<file path="src/hdl/pgd_regs.svh">
// Register offsets, field positions, reset values and counts of the group.
`ifndef PGD_REGS_SVH
`define PGD_REGS_SVH
`define PGD_OFS_MIN_PIXEL    8'h0C
`define PGD_OFS_GRABBER      8'h0D
`define PGD_OFS_INV_REV      8'h40
`define PGD_OFS_OTP_CONFIG   8'h51
`define PGD_OFS_OTP_CTRL     8'h54
`define PGD_GRAB_VALID_BIT   7
`define PGD_OTP_EN_BIT       0
`define PGD_OTP_WR_BIT       0
`define PGD_OTP_RD_BIT       1
`define PGD_OTP_LOCK_BIT     3
`define PGD_RST_BYTE         8'h00
`define PGD_COLUMN_LEN       19
`define PGD_PIXEL_COUNT      361
`endif

</file>
<file path="src/hdl/pgd_pkg.sv">
// Types shared by the pixel grabber register group.
package pgd_pkg;
    typedef logic [7:0] pgd_byte_t;
    typedef logic [8:0] pgd_index_t;
    typedef enum logic [1:0] {
        PGD_IDLE  = 2'b00,
        PGD_ARMED = 2'b01,
        PGD_HELD  = 2'b10
    } pgd_grab_state_t;
endpackage : pgd_pkg

</file>
<file path="src/hdl/pgd_grabber.sv">
// Pixel grabber: one-per-frame capture with index stepping.
`timescale 1ns/1ps
`include "pgd_regs.svh"
module pgd_grabber (
    input  wire logic                i_mclk,
    input  wire logic                i_rst_b,
    input  wire logic                i_frame_start,
    input  wire logic                i_pix_valid,
    input  wire pgd_pkg::pgd_index_t i_pix_index,
    input  wire logic [6:0]          i_pix_data,
    input  wire logic                i_rearm,
    input  wire logic                i_advance,
    output logic                     o_held,
    output logic [6:0]               o_pixel,
    output pgd_pkg::pgd_index_t      o_index
);
    import pgd_pkg::*;
    pgd_grab_state_t state_q;
    logic            in_frame_q;
    logic [6:0]      pixel_q;
    pgd_index_t      index_q;
    logic            capture;

    assign capture = (state_q == PGD_ARMED) && in_frame_q && i_pix_valid
                     && (i_pix_index == index_q);

    // A rearm waits for the next frame start so pixel 0 comes from a new image.
    // Capturing drops the frame mark, so a read in mid-frame waits for the next.
    always_ff @(posedge i_mclk) begin
        if (!i_rst_b) begin
            in_frame_q <= 1'b0;
        end else if (i_rearm) begin
            in_frame_q <= 1'b0;
        end else if (capture) begin
            in_frame_q <= 1'b0;
        end else if (i_frame_start) begin
            in_frame_q <= (state_q == PGD_ARMED);
        end
    end

    always_ff @(posedge i_mclk) begin
        if (!i_rst_b) begin
            state_q <= PGD_IDLE;
            index_q <= '0;
            pixel_q <= '0;
        end else if (i_rearm) begin
            state_q <= PGD_ARMED;
            index_q <= '0;
        end else begin
            case (state_q)
                PGD_ARMED: begin
                    if (capture) begin
                        pixel_q <= i_pix_data;
                        state_q <= PGD_HELD;
                    end
                end
                PGD_HELD: begin
                    if (i_advance) begin
                        state_q <= PGD_ARMED;
                        if (index_q == 9'(`PGD_PIXEL_COUNT - 1)) begin
                            index_q <= '0;
                        end else begin
                            index_q <= index_q + 9'h001;
                        end
                    end
                end
                default: begin
                    state_q <= state_q;
                end
            endcase
        end
    end

    assign o_held  = (state_q == PGD_HELD);
    assign o_pixel = pixel_q;
    assign o_index = index_q;
endmodule : pgd_grabber

</file>
<file path="src/hdl/pgd_top.sv">
// Diagnostic register group: minimum pixel, grabber, revision, OTP enable.
//
// The implementer's own choice: strobed register access.
`timescale 1ns/1ps
`include "pgd_regs.svh"
module pgd_top #(
    parameter logic [7:0] REVISION_ID = 8'h5A  // Arbitrary value.
) (
    input  wire logic                i_mclk,
    input  wire logic                i_rst_b,
    input  wire logic [7:0]          i_addr,
    input  wire logic [7:0]          i_wdata,
    input  wire logic                i_wr,
    input  wire logic                i_rd,
    output pgd_pkg::pgd_byte_t       o_rdata,
    input  wire logic                i_frame_start,
    input  wire logic                i_frame_end,
    input  wire logic                i_pix_valid,
    input  wire pgd_pkg::pgd_index_t i_pix_index,
    input  wire logic [6:0]          i_pix_data,
    input  wire logic [7:0]          i_otp_ctrl_cmd,
    output logic                     o_otp_wr_cmd,
    output logic                     o_otp_rd_cmd,
    output logic                     o_otp_lock_cmd
);
    import pgd_pkg::*;

    ////////////////////////////////////////////////////////////////////////
    logic [6:0] min_run_q;
    logic [6:0] min_pixel_bits_q;
    logic       otp_en_q;
    logic       held;
    logic [6:0] grabbed_pixel_bits;
    pgd_index_t grab_index;
    logic       grab_wr;
    logic       grab_rd;
    logic       grab_adv;

    assign grab_wr  = i_wr && i_addr == `PGD_OFS_GRABBER;
    assign grab_rd  = i_rd && i_addr == `PGD_OFS_GRABBER;
    assign grab_adv = grab_rd && held;

    // Running minimum of the frame in progress, published at frame end.
    always_ff @(posedge i_mclk) begin
        if (!i_rst_b) begin
            min_run_q        <= 7'h7F;
            min_pixel_bits_q <= 7'h00;
        end else if (i_frame_start) begin
            min_run_q <= 7'h7F;
        end else if (i_frame_end) begin
            min_pixel_bits_q <= min_run_q;
        end else if (i_pix_valid && i_pix_data < min_run_q) begin
            min_run_q <= i_pix_data;
        end
    end

    pgd_grabber u_grabber (
        .i_mclk        (i_mclk),
        .i_rst_b       (i_rst_b),
        .i_frame_start (i_frame_start),
        .i_pix_valid   (i_pix_valid),
        .i_pix_index   (i_pix_index),
        .i_pix_data    (i_pix_data),
        .i_rearm       (grab_wr),
        .i_advance     (grab_adv),
        .o_held        (held),
        .o_pixel       (grabbed_pixel_bits),
        .o_index       (grab_index)
    );

    ////////////////////////////////////////////////////////////////////////
    always_ff @(posedge i_mclk) begin
        if (!i_rst_b) begin
            otp_en_q <= 1'b0;
        end else if (i_wr && i_addr == `PGD_OFS_OTP_CONFIG) begin
            otp_en_q <= i_wdata[`PGD_OTP_EN_BIT];
        end
    end

    // Commands follow the i_otp_ctrl_cmd bits one cycle later; a disabled enable drops them entirely.
    always_ff @(posedge i_mclk) begin
        if (!i_rst_b) begin
            o_otp_wr_cmd   <= 1'b0;
            o_otp_rd_cmd   <= 1'b0;
            o_otp_lock_cmd <= 1'b0;
        end else begin
            o_otp_wr_cmd   <= otp_en_q && i_otp_ctrl_cmd[`PGD_OTP_WR_BIT];
            o_otp_rd_cmd   <= otp_en_q && i_otp_ctrl_cmd[`PGD_OTP_RD_BIT];
            o_otp_lock_cmd <= otp_en_q && i_otp_ctrl_cmd[`PGD_OTP_LOCK_BIT];
        end
    end

    ////////////////////////////////////////////////////////////////////////
    always_ff @(posedge i_mclk) begin
        if (!i_rst_b) begin
            o_rdata <= `PGD_RST_BYTE;
        end else if (i_rd) begin
            case (i_addr)
                `PGD_OFS_MIN_PIXEL:  o_rdata <= {1'b0, min_pixel_bits_q};
                `PGD_OFS_GRABBER:    o_rdata <= held ? {1'b1, grabbed_pixel_bits}
                                                     : `PGD_RST_BYTE;
                `PGD_OFS_INV_REV:    o_rdata <= ~REVISION_ID;
                `PGD_OFS_OTP_CONFIG: o_rdata <= {7'h00, otp_en_q};
                default:             o_rdata <= `PGD_RST_BYTE;
            endcase
        end else begin
            o_rdata <= `PGD_RST_BYTE;
        end
    end
endmodule : pgd_top

</file>
<file path="config.mk">
export PLATFORM = sky130hd
export DESIGN_NAME = pgd_top
export DESIGN_NICKNAME = d
export VERILOG_FILES = /design/src/hdl/pgd_pkg.sv /design/src/hdl/pgd_grabber.sv /design/src/hdl/pgd_top.sv
export VERILOG_INCLUDE_DIRS = /design/src /design/src/hdl
export SDC_FILE = /design/constraint.sdc
export NUM_CORES = 1
export LEC_CHECK = 0
export BUFFER_PORTS_ARGS = -buffer_cell sky130_fd_sc_hd__buf_2
export CORE_UTILIZATION = 56
export DETAILED_ROUTE_END_ITERATION = 10
export PLACE_DENSITY = 0.85
export SYNTH_ARGS = -nofsm -noshare
export SYNTH_HDL_FRONTEND = slang
export SYNTH_SLANG_ARGS = --single-unit
</file>
<file path="constraint.sdc">
create_clock -name i_mclk -period 4.15 [get_ports i_mclk]
set_input_delay 1.0375 -clock i_mclk [delete_from_list [all_inputs] [get_ports i_mclk]]
set_output_delay 1.0375 -clock i_mclk [all_outputs]
set_load 0.005 [all_outputs]
</file>
==> impl_results.md <==
- Status: complete, no violations
- Most frequent cells in the layout: buf_2, dfxtp_1, nor2b_1, mux2i_1
- Final Hold Viols: 0
- Yosys reg bits: 45
- CTS tree: done
- Synth Area in Simple Gates: 23.3%
- Resize count post-CTS: 0
- Die height: 65.1 um
- Vias: between 1500 and 2000
- Max FO, Critical Path: 8
- RSZ-0062 raised after global routing: no
- FMAX: 376 MHz
- Clk buf depth: 2
- Maxcap violations: 0
- Critical-path cell list: buf_2 > xor2_1 > nor4_1 > nand4b_1 > o211a_1
- Crit path required time: 4.35 ns
- Crit path capture type: flip-flop
- Vias/cell: around 5.6
- Synth Cell Area: between 2000 and 2500 um2
- Post-place instance area: 2480 um2
- DRC errors left: 0
- Worst Path Arrival: approximately 2.9 ns
- CTS Hold Bufs: 0
- Root Driver: clkbuf_8
- Worst path slowest cell: nand4b_1
- Min-Delay Path Class: flip-flop to flip-flop
- Initial Util: around 60%
- Ratio of cells with drive above 1 in the final layout: between 20% and 30%
- Number of synthesized flops with an enable pin: 0
- Crit path launch type: input port
- Setup TNS: 0 ns
- CTS buffer count: 5
- Relative slew margins: around half
- Worst Hold Slack: about 0.5 ns
- XOR/XNOR Fraction of Synth Area: under 10%
- # Post-CTS Setup Buffers: 0
- Largest family of logic cells by synthesized area: simple AND/OR/NAND/NOR gates
- Worst vdd ir: roughly 0.23 mV
- Tmin final: about 2.7 ns
- Syn Inst Count: ~230
- Fin. max-slew vios: 0
- Fin area: around 2600 um2
- Number of diodes: 0
- Initial antenna violation count: 0
- Final #Nets: 333
- Main flop type after synthesis: dfxtp_1
- PwrDens: 308 nW/um2
- Yosys cell types: 40
- Num ports: 58
- Synthesized-area fraction occupied by adder cells: roughly 5.6%
- Actual slew at the worst max-slew pin: between 0.7 and 0.8 ns
- Drt first pass iters: 4
- Clock Latency Late Sink: roughly 0.30 ns
- Mux share of post-synthesis cell area: about 7.2%
- Leak: approximately 1.2 nW
- Final worst slack: roughly 1.5 ns
- Rows: 22
- Setup Slack @ Placement: between 1 and 1.5 ns
- Final Setup Violations: 0
- Skew final: 0.00561 ns
- Crit share post-route: around 64%
- Drt total wl: ~4600 um
- Grt ovf: 0
- GPL Wtd Cong: about 0.9
- Yosys warns: 0
- Largest stage delay on the critical path: around 0.62 ns
- HPWL Detailed: 3420 um
- GRT Total Usage: 24.4%
- Die area: roughly 4200 um2
- Compound-Gate Fraction of Synth Area: around 12%
- First-pass GRT wire length: 7760 um
- Asr flop ratio synth: 0%
- Sink Count: 45
- Syn nets: 288
- Synth Area per Inst: around 9.7 um2
- Sequential fraction of the synthesis area: roughly two fifths
- H-Tree Depth: 2
- WS Path Type: input port to flip-flop
- Largest net degree at the start of global routing: 23
- Syn-to-layout area delta: 15.1%
- Vias in the first global route: ~1700
- Clk slew on worst S/H paths: approximately 0.080 ns
- Initial DRC Count: approximately 120
- Core box area: around 3700 um2
- Post-DR wirelength/cell: 14.2 um
- Die Width: roughly 65 um
- Port Buf Inserts: 45
- Post-route ant nets: 0
where the power goes:
group	internal (W)	switching (W)	leakage [nW]	total [W]
combinational	0.0000337	0.0000425	0.759	0.0000762
clock	0.000132	0.000136	0.0443	0.000268
sequential	0.000440	0.00000527	0.365	0.000445
worst max-delay path, delay by kind of cell:
family | cells | cell delay (ns)
and+or+nand+nor | 2 | 1.15
AOI/OAI and AO/OA | 1 | 0.42
xor gates and xnor gates | 1 | 0.14
buffers and inverters | 1 | 0.10
path summary, 6_finish.rpt:
| path | end | start | cells after the start | slack, ns |
|---|---|---|---|---|
| setup / recovery | u_grabber.state_q[0] | i_pix_index[8] | 5 | 1.49 |
| hold / removal | u_grabber.state_q[1] | u_grabber.state_q[1] | 2 | 0.50 |
| setup reg to reg | u_grabber.state_q[0] | u_grabber.o_index[1] | 4 | 1.91 |
| hold reg to reg | u_grabber.state_q[1] | u_grabber.state_q[1] | 2 | 0.50 |
flip-flops by register name (all words and copies together) (netlist names), 2 cells and up:
register / cells
u_grabber.o_index: 9
o_rdata: 8
min_pixel_bits_q: 7
min_run_q: 7
u_grabber.o_pixel: 7
u_grabber.state_q: 2
logic make-up after synthesis:
group           count (synthesis)
mux                            16
xor+xnor                       18
fa+ha+maj                      10
flops                          45
buf+inv                        21
simple gates                   81
compound gates                 40
final cells by class:
cell class,instances,area (um2)
inverter,13,48.8
timing repair buffer,46,233
sequential,45,901
clock buffer,7,86.3
tap,48,60.1
multi-input combinational,165,1240
fill,313,1180
stage by stage:
stage	power, W	util [%]	std cells
after detailed placement	0.000531	66.2	317
after CTS	0.000796	68.5	324
final	0.000790	68.5	324
after global routing	0.000826	68.5	324
after global placement	0.000528	66.2	317
after floorplan	0.000499	-	231
cell usage after synthesis, types with 2 or more instances:
| library cell | number | area (um2) |
|---|---|---|
| a22oi_1 | 7 | 52.6 |
| nor2_1 | 15 | 56.3 |
| nor4_1 | 2 | 12.5 |
| clkbuf_1 | 5 | 18.8 |
| xor2_1 | 15 | 131 |
| nand2_1 | 12 | 45.0 |
| nand4_1 | 7 | 43.8 |
| nor2_2 | 4 | 25.0 |
| dfxtp_1 | 45 | 901 |
| a21o_1 | 2 | 15.0 |
| inv_1 | 13 | 48.8 |
| xnor2_1 | 3 | 26.3 |
| nor2b_1 | 20 | 125 |
| ha_1 | 10 | 125 |
| and3_1 | 5 | 31.3 |
| and4_1 | 2 | 17.5 |
| a21oi_1 | 7 | 35.0 |
| nor3_2 | 2 | 20.0 |
| mux2i_1 | 16 | 160 |
| o211ai_1 | 14 | 105 |
| a31oi_1 | 2 | 12.5 |
| o21ai_0 | 3 | 15.0 |
| nand3_1 | 3 | 15.0 |
routing by layer:
| metal | track usage [%] | routed length [um] | up-vias |
|---|---|---|---|
| li1 | - | - | 904 |
| met1 | 31.1 | 2160 | 852 |
| met2 | 38.3 | 2150 | 48 |
| met3 | 5.90 | 206 | 9 |
| met4 | 12.2 | 93 | 0 |
| met5 | 0 | 0 | - |
(Power assumes the default switching activity.)
